[src/ppf_pkg.sv]
/*
 * ppf_pkg: shared constants of the printer port with output FIFO.
 * Assumes a single clock domain and a byte-wide host register file.
 */
package ppf_pkg;

    // host register offsets (A1:A0)
    localparam logic [1:0] PPF_OFS_DATA = 2'h0;
    localparam logic [1:0] PPF_OFS_STAT = 2'h1;
    localparam logic [1:0] PPF_OFS_CTRL = 2'h2;
    localparam logic [1:0] PPF_OFS_ALT = 2'h3;

    // port_control bit positions
    localparam int PPF_CB_STROBE = 0;
    localparam int PPF_CB_AUTO = 1;
    localparam int PPF_CB_INIT = 2;
    localparam int PPF_CB_CHOOSE = 3;
    localparam int PPF_CB_IRQ_EN = 4;
    localparam int PPF_CB_DIR = 5;

    // alt_function bit positions
    localparam int PPF_AB_TSEL_HI = 2;
    localparam int PPF_AB_HS_BUSY = 3;
    localparam int PPF_AB_ITYPE_LO = 4;
    localparam int PPF_AB_ITYPE_HI = 5;
    localparam int PPF_AB_POL = 6;
    localparam int PPF_AB_FIFO_EN = 7;

    // interrupt types
    localparam logic [1:0] PPF_IT_NORMAL = 2'h0;
    localparam logic [1:0] PPF_IT_EMPTY = 2'h1;
    localparam logic [1:0] PPF_IT_FULL = 2'h2;
    localparam logic [1:0] PPF_IT_EMPTY0 = 2'h3;

    // direction_select codes
    localparam logic [7:0] PPF_DIR_IN_CODE = 8'haa;
    localparam logic [7:0] PPF_DIR_OUT_CODE = 8'h55;

    // reset values
    localparam logic [7:0] PPF_CTRL_RST = 8'h00;
    localparam logic [7:0] PPF_ALT_RST = 8'h00;
    localparam logic [7:0] PPF_BUS_RST = 8'hff;

    // fifo geometry
    localparam int PPF_FIFO_DEPTH = 83;
    localparam int PPF_CNT_W = 7;

    // strobe delay / width in clocks, indexed by timing select
    localparam logic [7:0][4:0] PPF_TSD = {5'h09, 5'h05, 5'h05, 5'h03,
                                           5'h12, 5'h0a, 5'h0a, 5'h06};
    localparam logic [7:0][4:0] PPF_TSW = {5'h08, 5'h04, 5'h04, 5'h02,
                                           5'h10, 5'h08, 5'h08, 5'h04};

    typedef enum logic [4:0] {
        PPF_ENG_IDLE = 5'h01,
        PPF_ENG_DELAY = 5'h02,
        PPF_ENG_PULSE = 5'h04,
        PPF_ENG_WAIT = 5'h08,
        PPF_ENG_HOLD = 5'h10
    } ppf_eng_t;

endpackage

[src/ppf_fifo_mem.sv]
/*
 * ppf_fifo_mem: simple dual-port byte store with a registered read port.
 * Assumes the caller keeps addresses in range and manages occupancy.
 */
`timescale 1ns/1ps
module ppf_fifo_mem #(
    parameter int WIDTH = 8,
    parameter int DEPTH = 83,
    parameter int AW = 7
) (
    // clock and control
    input wire logic clk_i,
    input wire logic sys_rst_i,
    input wire logic ce_i,
    // write port
    input wire logic wr_en_i,
    input wire logic [AW-1:0] wr_addr_i,
    input wire logic [WIDTH-1:0] wr_data_i,
    // read port
    input wire logic rd_en_i,
    input wire logic [AW-1:0] rd_addr_i,
    output logic [WIDTH-1:0] rd_data_o
);
    logic [WIDTH-1:0] store [DEPTH];

    always_ff @(posedge clk_i) begin
        if (ce_i && wr_en_i) begin
            store[wr_addr_i] <= wr_data_i;
        end
    end

    always_ff @(posedge clk_i) begin
        if (sys_rst_i) begin
            rd_data_o <= '0;
        end else if (ce_i && rd_en_i) begin
            rd_data_o <= store[rd_addr_i];
        end
    end
endmodule // ppf_fifo_mem

[src/ppf_skid.sv]
/*
 * ppf_skid: two-entry buffer with valid/ready on both sides.
 * Assumes one clock; clr_i empties it in one cycle.
 */
`timescale 1ns/1ps
module ppf_skid #(
    parameter int WIDTH = 8
) (
    // clock and control
    input wire logic clk_i,
    input wire logic sys_rst_i,
    input wire logic ce_i,
    input wire logic clr_i,
    // fill side
    input wire logic in_valid_i,
    output logic in_ready_o,
    input wire logic [WIDTH-1:0] in_data_i,
    // drain side
    output logic out_valid_o,
    input wire logic out_ready_i,
    output logic [WIDTH-1:0] out_data_o
);
    logic [WIDTH-1:0] slot1;
    logic [1:0] fill;
    wire push = in_valid_i && in_ready_o;
    wire pop = out_valid_o && out_ready_i;

    assign in_ready_o = (fill != 2'h2);
    assign out_valid_o = (fill != 2'h0);

    always_ff @(posedge clk_i) begin
        if (sys_rst_i || (ce_i && clr_i)) begin
            fill <= 2'h0;
            out_data_o <= '0;
            slot1 <= '0;
        end else if (ce_i) begin
            if (push && pop) begin
                out_data_o <= (fill == 2'h1) ? in_data_i : slot1;
                slot1 <= in_data_i;
            end else if (pop) begin
                out_data_o <= slot1;
                fill <= fill - 2'h1;
            end else if (push) begin
                if (fill == 2'h0) begin
                    out_data_o <= in_data_i;
                end else begin
                    slot1 <= in_data_i;
                end
                fill <= fill + 2'h1;
            end
        end
    end
endmodule // ppf_skid

[src/ppf_port.sv]
/*
 * ppf_port: printer-style parallel port with an 83-byte output FIFO,
 * host register file on A1:A0 with read and write strobes.
 * Assumes all pins synchronous to clk_i; open-drain pins are modelled as
 * plain outputs, the irq pin as output plus enable.
 */
`timescale 1ns/1ps
// Function
// - init asserted leaves fifo mode, strobe held high
// - fifo mode after first strobe and reply
// - fifo mode strobes automatically, bit0 ignored
// - timing select sets strobe delay, width
// - alt bit3 picks done or busy handshake
// - one fifo read per handshake falling edge
// - count tracks writes and reads, 2 clocks
// - write to full fifo is dropped
// - latched irq set by bit0, status read clears
// - nonlatched irq cleared by next port write
// - status bit6 nonlatched (normal type), bit2 done pending
// - alt bit6 inverts irq polarity
// - alt bits5:4 choose interrupt type
// - status bit7 not busy, or fifo not full when enabled
// - bit2 pends on done fall, read clears
// - status low bits and live input levels
// - control readback shows pin levels
// - control drives pins, irq enable, direction
// - alt bit7 enables fifo, default off
// - fifo_count shows count and disabled flag
// - direction by control bit5 or select codes
// - reset: bus out high, init low
// - reset or init change clears fifo
// - init low: port reads drain, strobe high
module ppf_port
    import ppf_pkg::*;
#(
    parameter int DEPTH = PPF_FIFO_DEPTH
) (
    // clock, reset, enable
    input wire logic clk_i,
    input wire logic sys_rst_i,
    input wire logic ce_i,
    // host register bus
    input wire logic [1:0] host_addr_i,
    input wire logic host_wr_n_i,
    input wire logic host_rd_n_i,
    input wire logic [7:0] host_data_i,
    output logic [7:0] host_data_o,
    output logic host_data_oe_o,
    // straps
    input wire logic irq_style_pin_i,
    input wire logic dir_hw_select_i,
    // printer data bus
    input wire logic [7:0] printer_bus_i,
    output logic [7:0] printer_bus_o,
    output logic printer_bus_oe_o,
    // printer controls
    output logic print_pulse_n_o,
    output logic auto_line_advance_n_o,
    output logic printer_reset_out_n_o,
    output logic printer_choose_n_o,
    output logic printer_irq_n_o,
    output logic printer_irq_oe_o,
    // printer status
    input wire logic printer_done_n_i,
    input wire logic busy_i,
    input wire logic error_i,
    input wire logic printer_online_i,
    input wire logic paper_out_i
);
    logic wr_q, rd_q;
    logic [7:0] ctrl, alt, bus;
    logic dir_sel_in, init_q, fifo_mode, armed;
    logic nl_irq, lat_irq, irq_pend;
    logic done_q, done_d, busy_q, busy_d;
    logic [PPF_CNT_W-1:0] byte_cnt, mem_cnt, wr_ptr, rd_ptr;
    logic rd_pend;
    ppf_eng_t eng;
    logic [4:0] tcnt;
    logic [PPF_CNT_W-1:0] next_byte_cnt;
    logic irq_act;
    logic [7:0] stat_word, rb_word, rd_mux;

    // host strobe decode: act once, on the leading edge of each strobe
    wire wr_start = wr_q && !host_wr_n_i;
    wire rd_start = rd_q && !host_rd_n_i;
    wire wr_data = wr_start && (host_addr_i == PPF_OFS_DATA);
    wire wr_dsel = wr_start && (host_addr_i == PPF_OFS_STAT);
    wire wr_ctrl = wr_start && (host_addr_i == PPF_OFS_CTRL);
    wire wr_alt = wr_start && (host_addr_i == PPF_OFS_ALT);
    wire rd_data = rd_start && (host_addr_i == PPF_OFS_DATA);
    wire rd_stat = rd_start && (host_addr_i == PPF_OFS_STAT);

    wire init_lvl = ctrl[PPF_CB_INIT];
    wire init_chg = init_lvl != init_q;
    wire fifo_en = alt[PPF_AB_FIFO_EN];
    wire [1:0] itype = alt[PPF_AB_ITYPE_HI:PPF_AB_ITYPE_LO];
    wire [2:0] tsel = alt[PPF_AB_TSEL_HI:0];
    // two-stage edge detect puts count settling at two clocks
    wire done_fall = done_d && !done_q;
    wire busy_fall = busy_d && !busy_q;
    wire hs_fall = alt[PPF_AB_HS_BUSY] ? busy_fall : done_fall;
    wire fifo_path = fifo_en && (fifo_mode || !init_lvl);
    wire full = (byte_cnt == PPF_CNT_W'(DEPTH));
    wire empty = fifo_en && (byte_cnt == '0);
    wire push_ok = wr_data && fifo_path && !full;
    wire fifo_clr = init_chg;
    wire dir_in = dir_hw_select_i ? ctrl[PPF_CB_DIR] : dir_sel_in;

    wire mem_rd;
    wire [7:0] mem_q;
    wire sk_in_ready, sk_valid;
    wire [7:0] sk_data;
    wire eng_take = (eng == PPF_ENG_IDLE) && sk_valid && fifo_path && !fifo_clr;
    wire hs_take = (eng == PPF_ENG_WAIT) && hs_fall;
    wire rd_take = (eng == PPF_ENG_HOLD) && rd_data;
    wire dec = hs_take || rd_take;

    assign mem_rd = (mem_cnt != '0) && !rd_pend && sk_in_ready && !fifo_clr;

    ppf_fifo_mem #(.WIDTH(8), .DEPTH(DEPTH), .AW(PPF_CNT_W)) u_mem (
        .clk_i(clk_i),
        .sys_rst_i(sys_rst_i),
        .ce_i(ce_i),
        .wr_en_i(push_ok),
        .wr_addr_i(wr_ptr),
        .wr_data_i(host_data_i),
        .rd_en_i(mem_rd),
        .rd_addr_i(rd_ptr),
        .rd_data_o(mem_q)
    );

    // buffer lets the strobe engine stall without losing a fetched byte
    ppf_skid #(.WIDTH(8)) u_skid (
        .clk_i(clk_i),
        .sys_rst_i(sys_rst_i),
        .ce_i(ce_i),
        .clr_i(fifo_clr),
        .in_valid_i(rd_pend),
        .in_ready_o(sk_in_ready),
        .in_data_i(mem_q),
        .out_valid_o(sk_valid),
        .out_ready_i(eng_take),
        .out_data_o(sk_data)
    );

    // host register writes and strobe history
    always_ff @(posedge clk_i) begin
        if (sys_rst_i) begin
            wr_q <= 1'b1;
            rd_q <= 1'b1;
            ctrl <= PPF_CTRL_RST;
            alt <= PPF_ALT_RST;
            dir_sel_in <= 1'b0;
            init_q <= PPF_CTRL_RST[PPF_CB_INIT];
        end else if (ce_i) begin
            wr_q <= host_wr_n_i;
            rd_q <= host_rd_n_i;
            init_q <= init_lvl;
            if (wr_ctrl) begin
                ctrl <= host_data_i;
            end
            if (wr_alt) begin
                alt <= host_data_i;
            end
            if (wr_dsel && host_data_i == PPF_DIR_IN_CODE) begin
                dir_sel_in <= 1'b1;
            end else if (wr_dsel && host_data_i == PPF_DIR_OUT_CODE) begin
                dir_sel_in <= 1'b0;
            end
        end
    end

    // handshake sampling
    always_ff @(posedge clk_i) begin
        if (sys_rst_i) begin
            done_q <= 1'b1;
            done_d <= 1'b1;
            busy_q <= 1'b0;
            busy_d <= 1'b0;
        end else if (ce_i) begin
            done_q <= printer_done_n_i;
            done_d <= done_q;
            busy_q <= busy_i;
            busy_d <= busy_q;
        end
    end

    // mode entry: a manual strobe armed, then the printer answers
    always_ff @(posedge clk_i) begin
        if (sys_rst_i) begin
            fifo_mode <= 1'b0;
            armed <= 1'b0;
        end else if (ce_i) begin
            if (init_chg || !init_lvl || !fifo_en) begin
                fifo_mode <= 1'b0;
                armed <= 1'b0;
            end else if (armed && (done_fall || busy_fall)) begin
                fifo_mode <= 1'b1;
                armed <= 1'b0;
            end else if (wr_ctrl && host_data_i[PPF_CB_STROBE] && !fifo_mode) begin
                armed <= 1'b1;
            end
        end
    end

    // byte counter follows host writes and printer takes
    always_comb begin
        next_byte_cnt = byte_cnt;
        if (push_ok && !dec) begin
            next_byte_cnt = byte_cnt + PPF_CNT_W'(1);
        end else if (dec && !push_ok && byte_cnt != '0) begin
            next_byte_cnt = byte_cnt - PPF_CNT_W'(1);
        end
    end

    // memory pointers wrap at the fifo depth
    always_ff @(posedge clk_i) begin
        if (sys_rst_i || (ce_i && fifo_clr)) begin
            byte_cnt <= '0;
            mem_cnt <= '0;
            wr_ptr <= '0;
            rd_ptr <= '0;
            rd_pend <= 1'b0;
        end else if (ce_i) begin
            byte_cnt <= next_byte_cnt;
            rd_pend <= mem_rd;
            if (push_ok) begin
                wr_ptr <= (wr_ptr == PPF_CNT_W'(DEPTH - 1)) ? '0 : wr_ptr + PPF_CNT_W'(1);
            end
            if (mem_rd) begin
                rd_ptr <= (rd_ptr == PPF_CNT_W'(DEPTH - 1)) ? '0 : rd_ptr + PPF_CNT_W'(1);
            end
            if (push_ok && !mem_rd) begin
                mem_cnt <= mem_cnt + PPF_CNT_W'(1);
            end else if (mem_rd && !push_ok) begin
                mem_cnt <= mem_cnt - PPF_CNT_W'(1);
            end
        end
    end

    // strobe engine: load byte, wait delay, pulse, wait for handshake
    always_ff @(posedge clk_i) begin
        if (sys_rst_i) begin
            eng <= PPF_ENG_IDLE;
            tcnt <= '0;
            bus <= PPF_BUS_RST;
        end else if (ce_i) begin
            if (wr_data && !fifo_path) begin
                bus <= host_data_i;
            end
            if (fifo_clr) begin
                eng <= PPF_ENG_IDLE;
            end else begin
                case (eng)
                    PPF_ENG_IDLE: begin
                        if (eng_take) begin
                            bus <= sk_data;
                            tcnt <= PPF_TSD[tsel] - 5'h01;
                            eng <= init_lvl ? PPF_ENG_DELAY : PPF_ENG_HOLD;
                        end
                    end
                    PPF_ENG_DELAY: begin
                        if (tcnt == '0) begin
                            tcnt <= PPF_TSW[tsel] - 5'h01;
                            eng <= PPF_ENG_PULSE;
                        end else begin
                            tcnt <= tcnt - 5'h01;
                        end
                    end
                    PPF_ENG_PULSE: begin
                        if (tcnt == '0) begin
                            eng <= PPF_ENG_WAIT;
                        end else begin
                            tcnt <= tcnt - 5'h01;
                        end
                    end
                    PPF_ENG_WAIT: begin
                        if (hs_fall) begin
                            eng <= PPF_ENG_IDLE;
                        end
                    end
                    PPF_ENG_HOLD: begin
                        if (rd_data) begin
                            eng <= PPF_ENG_IDLE;
                        end
                    end
                    default: begin
                        eng <= PPF_ENG_IDLE;
                    end
                endcase
            end
        end
    end

    // interrupt sources; a set in the same cycle as a clear wins
    always_ff @(posedge clk_i) begin
        if (sys_rst_i) begin
            nl_irq <= 1'b0;
            lat_irq <= 1'b0;
            irq_pend <= 1'b0;
        end else if (ce_i) begin
            if (wr_ctrl && host_data_i[PPF_CB_STROBE]) begin
                nl_irq <= 1'b1;
                lat_irq <= 1'b1;
            end else begin
                if (wr_data) begin
                    nl_irq <= 1'b0;
                end
                if (rd_stat) begin
                    lat_irq <= 1'b0;
                end
            end
            if (done_fall) begin
                irq_pend <= 1'b1;
            end else if (rd_stat) begin
                irq_pend <= 1'b0;
            end
        end
    end

    // interrupt type selects what drives the pin
    always_comb begin
        case (itype)
            PPF_IT_NORMAL: irq_act = irq_style_pin_i ? lat_irq : nl_irq;
            PPF_IT_FULL: irq_act = fifo_en && full;
            default: irq_act = empty;
        endcase
    end

    assign printer_irq_n_o = !(irq_act ^ alt[PPF_AB_POL]);
    assign printer_irq_oe_o = ctrl[PPF_CB_IRQ_EN];

    // pins: init low holds strobe high, fifo mode ignores bit0
    // init low wins at once, even in the cycle before fifo mode drops
    assign print_pulse_n_o = !init_lvl || (fifo_mode ? (eng != PPF_ENG_PULSE)
                           : !ctrl[PPF_CB_STROBE]);
    assign auto_line_advance_n_o = !ctrl[PPF_CB_AUTO];
    assign printer_reset_out_n_o = ctrl[PPF_CB_INIT];
    assign printer_choose_n_o = !ctrl[PPF_CB_CHOOSE];
    assign printer_bus_o = bus;
    assign printer_bus_oe_o = !dir_in;

    // read words
    assign stat_word = {fifo_en ? !full : !busy_i,
                        (itype == PPF_IT_NORMAL) ? !nl_irq
                            : ((itype == PPF_IT_FULL) ? fifo_en && full : empty),
                        paper_out_i, printer_online_i, error_i,
                        !irq_pend,
                        (itype == PPF_IT_EMPTY0) ? 2'h0 : 2'h3};
    assign rb_word = {3'h7, ctrl[PPF_CB_IRQ_EN], !printer_choose_n_o,
                      printer_reset_out_n_o, !auto_line_advance_n_o, !print_pulse_n_o};
    assign rd_mux = (host_addr_i == PPF_OFS_DATA) ? (dir_in ? printer_bus_i : bus)
                  : (host_addr_i == PPF_OFS_STAT) ? stat_word
                  : (host_addr_i == PPF_OFS_CTRL) ? rb_word
                  : {!fifo_en, byte_cnt};

    always_ff @(posedge clk_i) begin
        if (sys_rst_i) begin
            host_data_o <= '0;
        end else if (ce_i) begin
            host_data_o <= rd_mux;
        end
    end

    assign host_data_oe_o = !host_rd_n_i;
endmodule // ppf_port

[config.mk]
export PLATFORM = sky130hd
export DESIGN_NAME = ppf_port
export DESIGN_NICKNAME = d
export VERILOG_FILES = /design/src/ppf_pkg.sv /design/src/ppf_fifo_mem.sv /design/src/ppf_skid.sv /design/src/ppf_port.sv
export SDC_FILE = /design/constraint.sdc
export NUM_CORES = 1
export LEC_CHECK = 0
export ABC_AREA = 1
export BUFFER_PORTS_ARGS = -buffer_cell sky130_fd_sc_hd__buf_2
export CORE_ASPECT_RATIO = 1.4
export CORE_MARGIN = 1.5
export CORE_UTILIZATION = 30
export DETAILED_ROUTE_END_ITERATION = 10
export PLACE_DENSITY = 0.48
export SLEW_MARGIN = 20
export SYNTH_ARGS = -nofsm -noshare
export SYNTH_HDL_FRONTEND = slang
export SYNTH_HIERARCHICAL = 1
export SYNTH_SLANG_ARGS = --single-unit
export TNS_END_PERCENT = 100
[constraint.sdc]
create_clock -name clk_i -period 3.1 [get_ports clk_i]
set_clock_uncertainty 0.1 [all_clocks]
set_input_delay 0 -clock clk_i [delete_from_list [all_inputs] [get_ports clk_i]]
set_output_delay 0 -clock clk_i [all_outputs]
set_load 0.01 [all_outputs]
==> results.sh, run 1 <==
export IMPL_run_status="finished, violations left"
export IMPL_violations="design-rule violations"
export IMPL_p_leak_nw=14.59
export IMPL_cts_tree="built"
export IMPL_drive_gt1_frac=0.1246
export IMPL_drt_first_pass_iters=10
export IMPL_yosysMostFrequentCell="nand2_1"
export IMPL_start_util=0.3017
export IMPL_die_y_um=401.3
export IMPL_drt_iter0_drc=1693
export IMPL_ys_flop_type="edfxtp_1"
export IMPL_core_area_sq_um=112700
export IMPL_clock_sinks=778
export IMPL_combPwrFrac=0.178
export IMPL_multi_input_area_sq_um=10190
export IMPL_yosysSeqAreaShare=0.6535
export IMPL_numCtsBuffers=79
export IMPL_dieArea_sq_um=115400
export IMPL_end_kind="flop"
export IMPL_synth_edf_count=664
export IMPL_finalCriticalPeriod_ps=2943
export IMPL_grt_usage=0.1695
export IMPL_path_clk_slew_ps=60
export IMPL_reg2reg_depth=12
export IMPL_seq_area_sq_um=22230
export IMPL_crit_start="ctrl[5]"
export IMPL_crit_type="flop to flop"
export IMPL_synthTopCellsByArea="edfxtp_1 (59%), nand2_1 (9.6%), nand3_1 (7.9%)"
export IMPL_power_frac_seq=0.452
export IMPL_synth_top_area_frac=0.5864
export IMPL_ys_warn_count=6
export IMPL_max_freq_mhz=339.8
export IMPL_p_int_mw=18.44
export IMPL_fin_crit_sh=0.9494
export IMPL_fillCellCount=11181
export IMPL_rsz0062_at_grt="no"
export IMPL_postPlaceCellArea_sq_um=36700
export IMPL_synth_top_area_cell="edfxtp_1"
export IMPL_grt_overflow_total=0
export IMPL_netlist_cell_type_count=56
export IMPL_critPathLaunchType="flop"
export IMPL_drv_slew=0
export IMPL_wl_per_cell_um=19.71
export IMPL_drv_cap=0
export IMPL_ys_top_cells_by_count="nand2_1 (868), edfxtp_1 (664), nand3_1 (534)"
export IMPL_endpoint="host_data_o[7]"
export IMPL_drc_errors=2
export IMPL_hpwl_mm=61.89
export IMPL_viasPerCell=4.788
export IMPL_synth_ff_latch_count=778
export IMPL_finalWeightedCongestion=0.8375
export IMPL_drt_wl_total_mm=98.66
export IMPL_synthesis_instances=3248
export IMPL_cp_required_ps=3550
export IMPL_critPathMaxFanout=6
export IMPL_cts_buffer_depth=3
export IMPL_rows=146
export IMPL_ant_nets=0
export IMPL_io_buffers=53
export IMPL_finalHoldViolations=0
export IMPL_p_per_area_nw_per_um2=650.9
export IMPL_die_x_um=287.5
export IMPL_regToRegEndpoint="host_data_o[7]"
export IMPL_postSynth_asyncResetShare=0
export IMPL_setup_viol=0
export IMPL_crit_arrival_ps=3400
export IMPL_worst_pin_slew_ps=884.1
export IMPL_ios=54
export IMPL_p_clk_frac=0.371
export IMPL_via_count=23962
export IMPL_hold_path_class="input port to flop"
export IMPL_grt_pass1_vias=23554
export IMPL_syn_area_sq_um=34000
export IMPL_grt_pass1_wl_mm=147.4
export IMPL_cts_root_buf="clkbuf_16"
export IMPL_syn_to_final_growth_pct=17.25
export IMPL_grt_antenna_before_repair=1
export IMPL_relSlewSlack=0.4106
export IMPL_r2r_slack_ps=160
export IMPL_grt_start_max_net_pins=86
export IMPL_swShare=0.2895
export IMPL_crit_reg2reg_launch="ctrl[5]"
export IMPL_tns_ps=0
export IMPL_htreeDepth=3
export IMPL_stdcell_area_sq_um=39870
export IMPL_p_sw_mw=7.514
export IMPL_avgSynthCellArea_sq_um=10.47
export IMPL_clk_latency_ps=660
export IMPL_finalNetCount=3517
export IMPL_ir_worst_vdd_v=0.0003339
export IMPL_synth_nets=3306
logic make-up after synthesis:
group	share of synthesized area
muxes	0.0002944
and+or+nand+nor	0.2295
adders and majority gates	0.01075
buffers and inverters	0.04692
DFF	0.6535
xor gates and xnor gates	0.005667
AOI/OAI and AO/OA	0.05328
worst max-delay path: stages, from the launching register on:
cell and delay (ps):
dfxtp_1 300, inv_1 50, nand2_1 50, o21ai_2 90
buf_6 170, nand2_1 80, o211ai_1 80, dlygate4sd3_1 570
nand4_1 80, dlygate4sd3_1 580, o211ai_1 80, dlygate4sd3_1 580
inv_1 40
cell usage in the layout, fill, tap and decap left out, types with 8 or more instances in the layout:
cell	netlist	final
nand2_1	868	868
edfxtp_1	664	664
nand3_1	534	534
nor2_1	315	315
buf_4	20	174
o21ai_0	128	127
dfxtp_1	114	110
inv_1	111	109
clkbuf_16	0	79
a21oi_1	76	76
dlygate4sd3_1	0	57
o211ai_1	48	48
buf_2	54	46
ha_1	26	26
nor3_1	21	21
clkbuf_1	44	21
o21ai_1	20	20
buf_12	2	19
inv_2	18	18
clkinv_1	2	17
a21oi_2	16	16
xor2_1	14	14
nand2_2	11	11
nand4_1	11	11
clkinv_2	1	11
a211oi_1	10	10
bufinv_16	0	9
xnor2_1	8	8
nand3b_1	8	8
how the worst min path moves through the flow:
stage                startpoint            endpoint  slack, ps  cells past startpoint
3_3_place_gp   printer_done_n_i              done_q        130                      3
4_1_cts          host_data_i[0]  u_mem/store[49][0]        130                      2
5_1_grt          host_data_i[0]  u_mem/store[49][0]        140                      2
3_5_place_dp   printer_done_n_i              done_q        130                      3
2_1_floorplan       host_rd_n_i      host_data_oe_o        -30                      1
6_report         host_data_i[0]  u_mem/store[49][0]        160                      2
what timing repair did:
action,in CTS,in global routing
resized for setup,0,6
hold buffers,58,0
endpoints found under the hold margin,531,0
endpoints found under the setup margin,0,3
buffers inserted,0,1
registers in the layout, indices dropped and copies added (netlist names), 8 cells and up, named ones only:
signal and cells:
printer_bus_o 8, u_mem/store 664, u_skid/out_data_o 8, u_skid/slot1 8, host_data_o 8, u_mem/rd_data_o 8
alt 8
power groups by stage:
| stage | sequential [mW] | combinational [mW] | clock, mW |
|---|---|---|---|
| global route | 11.7 | 5.14 | 10.2 |
| detailed placement | 11.9 | 4.59 | 0 |
| floorplan | 11.9 | 3.19 | 0 |
| CTS | 11.7 | 4.67 | 9.87 |
| global placement | 11.9 | 4.60 | 0 |
| finish | 11.7 | 4.61 | 9.63 |
cell type report:
class,instances,share of cell area
antenna,1,0.00006277
timing repair buffer,298,0.06299
clock buffer,100,0.05156
clock inverter,46,0.01265
multi-input combinational,2168,0.2556
sequential,778,0.5577
tap,1480,0.04645
inverter,134,0.01306
per-layer routing:
metal	track usage	vias up	routed length, um
li1	-	11687	-
met1	0.2035	11606	40830
met2	0.3013	504	50390
met3	0.02420	163	3897
met4	0.06888	2	3527
met5	0	-	7
stage by stage:
stage	util	hold slack [ps]	cells	power (mW)	setup WS [ps]
floorplan	-	-27.12	3248	15.06	161.6
global placement	0.3256	127.6	4798	16.54	337.7
detailed placement	0.3256	127.9	4798	16.53	427.7
CTS	0.3535	127.8	5002	26.26	146.6
global route	0.3537	135.5	5004	27.12	9.316
finish	0.3537	155.6	5005	25.95	156.8
No activity file was read; power rests on OpenSTA's default activity.
==> run 2, diff against run 1 <==
--- a/config.mk
+++ b/config.mk
@@ -11,7 +11,9 @@
 export CORE_MARGIN = 1.5
 export CORE_UTILIZATION = 30
 export DETAILED_ROUTE_END_ITERATION = 10
+export HOLD_SLACK_MARGIN = 0.1
 export PLACE_DENSITY = 0.48
+export REMOVE_ABC_BUFFERS = 1
 export SLEW_MARGIN = 20
 export SYNTH_ARGS = -nofsm -noshare
 export SYNTH_HDL_FRONTEND = slang
==> results.sh, run 2 (synthesis gave the netlist of run 1 again) <==
export IMPL_core_area_sq_um=112700
export IMPL_grt_pass1_vias=23497
export IMPL_relSlewSlack=0.4854
export IMPL_numCtsBuffers=79
export IMPL_end_kind="flop"
export IMPL_combPwrFrac=0.173
export IMPL_rows=146
export IMPL_die_y_um=401.3
export IMPL_ant_nets=0
export IMPL_worst_pin_slew_ps=767.2
export IMPL_clk_latency_ps=670
export IMPL_cts_buffer_depth=3
export IMPL_stdcell_area_sq_um=39610
export IMPL_htreeDepth=3
export IMPL_post_cts_resize_count=0
export IMPL_largest_reg_flops=664
export IMPL_start_util=0.3017
export IMPL_crit_arrival_ps=3420
export IMPL_grt_start_max_net_pins=98
export IMPL_fillCellCount=11273
export IMPL_layout_common_cells="nand2_1 (868), edfxtp_1 (664), nand3_1 (534), nor2_1 (315), buf_4 (154)"
export IMPL_max_freq_mhz=344.6
export IMPL_hold_path_class="input port to flop"
export IMPL_via_count=23642
export IMPL_layout_commonest_cell="nand2_1"
export IMPL_ir_worst_vdd_v=0.0003376
export IMPL_cts_setup_buffers=0
export IMPL_path_clk_slew_ps=70
export IMPL_largest_register="u_mem/store"
export IMPL_p_int_mw=18.57
export IMPL_wl_per_cell_um=19.39
export IMPL_grt_antenna_before_repair=1
export IMPL_critPathMaxFanout=11
export IMPL_finalNetCount=3485
export IMPL_rsz0062_at_grt="no"
export IMPL_drt_wl_total_mm=96.43
export IMPL_hpwl_mm=61.45
export IMPL_postPlaceCellArea_sq_um=36470
export IMPL_dieArea_sq_um=115400
export IMPL_drt_first_pass_iters=8
export IMPL_finalCriticalPeriod_ps=2902
export IMPL_drc_errors=0
export IMPL_p_per_area_nw_per_um2=656.2
export IMPL_place_inst=4774
export IMPL_drt_iter0_drc=1360
export IMPL_grt_usage=0.1665
export IMPL_p_clk_frac=0.376
export IMPL_drv_slew=0
export IMPL_cts_root_buf="clkbuf_16"
export IMPL_clock_sinks=778
export IMPL_crit_type="flop to flop"
export IMPL_setup_viol=0
export IMPL_dp_slack_ps=412.2
export IMPL_die_x_um=287.5
export IMPL_tns_ps=0
export IMPL_cts_tree="built"
export IMPL_stdcell_count=4973
export IMPL_cp_required_ps=3620
export IMPL_finalHoldViolations=0
export IMPL_run_status="complete, no violations"
export IMPL_p_leak_nw=14.43
export IMPL_finalWeightedCongestion=0.8491
export IMPL_drv_cap=0
export IMPL_critPathLaunchType="flop"
export IMPL_layout_setup_ws_ps=197.8
export IMPL_syn_to_final_growth_pct=16.48
export IMPL_drive_gt1_frac=0.1197
export IMPL_fin_crit_sh=0.9362
export IMPL_ctsHoldBuffers=52
export IMPL_power_frac_seq=0.451
export IMPL_io_buffers=53
export IMPL_viasPerCell=4.754
export IMPL_utilization=0.3514
export IMPL_grt_pass1_wl_mm=145.4
export IMPL_grt_overflow_total=0
export IMPL_swShare=0.2856
export IMPL_p_sw_mw=7.423
export IMPL_ios=54
## run 2: changes by cell type in the layout (fill, tap and decap cells not counted), sizes merged
cell / before / now
inv: 137 / 134
dlymetal6s4s: 1 / 0
buf: 240 / 214
dlygate4sd3: 57 / 52
clkinv: 30 / 40
bufinv: 9 / 10
clkinvlp: 4 / 3
clkbuf: 100 / 93
## run 2: final cells by class
cell class / count / area, sq um / share of cell area
antenna: 1 / 2.502 / 0.00006318
clock buffer: 93 / 2093 / 0.05285
clock inverter: 53 / 520.5 / 0.01314
inverter: 134 / 516.7 / 0.01305
multi-input combinational: 2168 / 10180 / 0.2572
sequential: 778 / 22230 / 0.5614
tap: 1480 / 1852 / 0.04676
timing repair buffer: 266 / 2202 / 0.05560
## run 2: power by group through the flow
stage               clock network [mW]  logic [mW]  registers [mW]
finish                            9.77        4.50            11.7
global route                      10.4        5.05            11.7
CTS                               10.0        4.58            11.7
detailed placement                   0        4.51            11.9
global placement                     0        4.51            11.9
floorplan                            0        3.08            12.2
## run 2: critical path, cell delays in order, from the launching register on
cell	delay [ps]
dfxtp_1	320
inv_1	50
nand2_1	40
o21ai_0	60
buf_4	200
nor2_1	50
dlygate4sd3_1	550
nor2_1	80
o21ai_0	90
dlygate4sd3_1	580
a31oi_1	160
dlygate4sd3_1	560
## run 2: metrics by stage
| step | hold WS [ps] | power, mW |
|---|---|---|
| floorplan | -30.93 | 15.25 |
| global placement | 119.5 | 16.45 |
| detailed placement | 137.3 | 16.45 |
| CTS | 103.1 | 26.34 |
| global route | 163.7 | 27.17 |
| finish | 130.9 | 25.99 |
## run 2: path summary, 6_finish.rpt
kind,from,to,slack [ps],cells past startpoint
max,ctrl[5],host_data_o[3],200,11
min,sys_rst_i,eng[1],130,3
max reg2reg,ctrl[5],host_data_o[3],200,11
min reg2reg,ctrl[0],ctrl[0],380,2
## run 2: layer usage
layer	track usage	routed length, um	vias to the layer above
li1	-	-	11605
met1	0.1938	38860	11504
met2	0.3069	51590	420
met3	0.02000	3114	113
met4	0.06464	2872	0
met5	0	0	-
==> run 3, diff against run 2 <==
--- a/config.mk
+++ b/config.mk
@@ -10,9 +10,10 @@
 export CORE_ASPECT_RATIO = 1.4
 export CORE_MARGIN = 1.5
 export CORE_UTILIZATION = 30
+export CTS_BUF_LIST = sky130_fd_sc_hd__clkbuf_16
 export DETAILED_ROUTE_END_ITERATION = 10
 export HOLD_SLACK_MARGIN = 0.1
-export PLACE_DENSITY = 0.48
+export PLACE_DENSITY = 0.5
 export REMOVE_ABC_BUFFERS = 1
 export SLEW_MARGIN = 20
 export SYNTH_ARGS = -nofsm -noshare
==> results.sh, run 3 (synthesis gave the netlist of run 1 again) <==
export IMPL_run_status="complete, no violations"
export IMPL_utilization=0.3528
export IMPL_max_freq_mhz=343.1
export IMPL_ios=54
export IMPL_wl_per_cell_um=19.49
export IMPL_ir_worst_vdd_v=0.0004191
export IMPL_critPathMaxFanout=11
export IMPL_end_kind="flop"
export IMPL_via_count=23688
export IMPL_htreeDepth=3
export IMPL_die_x_um=287.5
export IMPL_critPathLaunchType="flop"
export IMPL_numCtsBuffers=79
export IMPL_drv_slew=0
export IMPL_cts_root_buf="clkbuf_16"
export IMPL_syn_to_final_growth_pct=16.95
export IMPL_dieArea_sq_um=115400
export IMPL_cts_buffer_depth=3
export IMPL_drv_cap=0
export IMPL_grt_usage=0.1667
export IMPL_setup_viol=0
export IMPL_drc_errors=0
export IMPL_finalNetCount=3497
export IMPL_cts_tree="built"
export IMPL_die_y_um=401.3
export IMPL_layout_common_cells="nand2_1 (867), edfxtp_1 (664), nand3_1 (534), nor2_1 (315), buf_4 (156)"
export IMPL_r2r_slack_ps=190
export IMPL_fin_crit_sh=0.9401
export IMPL_cp_required_ps=3600
export IMPL_rsz0062_at_grt="no"
export IMPL_crit_arrival_ps=3410
export IMPL_grt_pass1_vias=23179
export IMPL_power_mw=25.88
export IMPL_hold_slack_ps=193.0
export IMPL_largest_reg_flops=664
export IMPL_grt_antenna_before_repair=0
export IMPL_drt_iter0_drc=1502
export IMPL_grt_start_max_net_pins=110
export IMPL_rows=146
export IMPL_hold_path_class="input port to flop"
export IMPL_worst_pin_slew_ps=918.2
export IMPL_grt_pass1_wl_mm=145.7
export IMPL_finalHoldViolations=0
export IMPL_grt_overflow_total=0
export IMPL_clk_latency_ps=680
export IMPL_start_util=0.3017
export IMPL_path_clk_slew_ps=60
export IMPL_io_buffers=53
export IMPL_core_area_sq_um=112700
export IMPL_drt_wl_total_mm=97.08
export IMPL_seq_area_sq_um=22230
export IMPL_clock_sinks=778
export IMPL_largest_register="u_mem/store"
export IMPL_hpwl_mm=61.05
export IMPL_cts_setup_buffers=0
export IMPL_viasPerCell=4.755
export IMPL_finalCriticalPeriod_ps=2914
export IMPL_p_per_area_nw_per_um2=650.8
export IMPL_fillCellCount=11233
export IMPL_relSlewSlack=0.3879
export IMPL_ant_nets=0
export IMPL_p_leak_nw=14.57
export IMPL_multi_input_area_sq_um=10200
export IMPL_crit_type="flop to flop"
export IMPL_drive_gt1_frac=0.1222
export IMPL_num_antenna_cells=0
export IMPL_layout_commonest_cell="nand2_1"
export IMPL_drt_first_pass_iters=5
export IMPL_finalWeightedCongestion=0.8471
==> run 3: cell types whose count changed in the layout (fill, tap and decap cells not counted), moves of 2 or more <==
cell	change
buf_4	+2
dlygate4sd3_1	+3
clkbuf_16	-2
clkinv_16	+2
clkbuf_1	-11
buf_12	+7
inv_16	+3
bufinv_16	-3
clkinv_1	-3
clkinv_2	+3
inv_1	+13
clkinvlp_2	-2
==> run 3: final timing paths <==
path / startpoint / to / cells past startpoint
max: dir_sel_in / host_data_o[6] / 9
min: ce_i / busy_d / 3
max reg2reg: dir_sel_in / host_data_o[6] / 9
min reg2reg: dir_sel_in / dir_sel_in / 2
==> run 3: power breakdown <==
group          switching [mW]  internal [mW]  leakage (nW)
Combinational            3.19           1.43          6.35
Sequential              0.172           11.5          6.90
Clock                    4.23           5.34          1.32
Total                    7.59           18.3          14.6
==> run 3: cell type report <==
class	count	share of cell area
clock buffers	80	0.05034
well taps	1480	0.04657
clock inverters	64	0.01441
flip-flops and latches	778	0.5591
multi-input cells	2168	0.2565
repair buffers	278	0.06004
inverters	134	0.01300
==> run 3: worst max-delay path, cell delays in order, from the launching register on <==
cell,delay (ps)
dfxtp_1,310
o21ai_0,160
buf_4,190
nor2_1,50
dlygate4sd3_1,550
nor2_1,90
dlygate4sd3_1,550
o21ai_0,80
dlygate4sd3_1,580
a31oi_1,170
==> run 3: repair_timing <==
action	in CTS	in global routing
gates resized for setup	0	2
hold endpoints to repair	726	0
hold buffers	55	0
endpoints found under the setup margin	0	2
==> run 3: routing by layer <==
metal,vias to the layer above,GRT usage,wire (um)
met4,0,0.07959,4308
met2,444,0.3012,50640
met1,11428,0.1949,39170
li1,11647,-,-
met5,-,0,0
met3,169,0.01807,2964
==> run 3: stage by stage <==
step	area [sq um]	instances	TNS, ps	setup slack, ps
2_1_floorplan	32920	3080	-78830	-6450
3_3_place_gp	36620	4783	0	332.1
3_5_place_dp	36620	4783	0	377.2
4_1_cts	39750	4982	0	174.9
5_1_grt	39760	4982	0	6.176
6_report	39760	4982	0	185.7
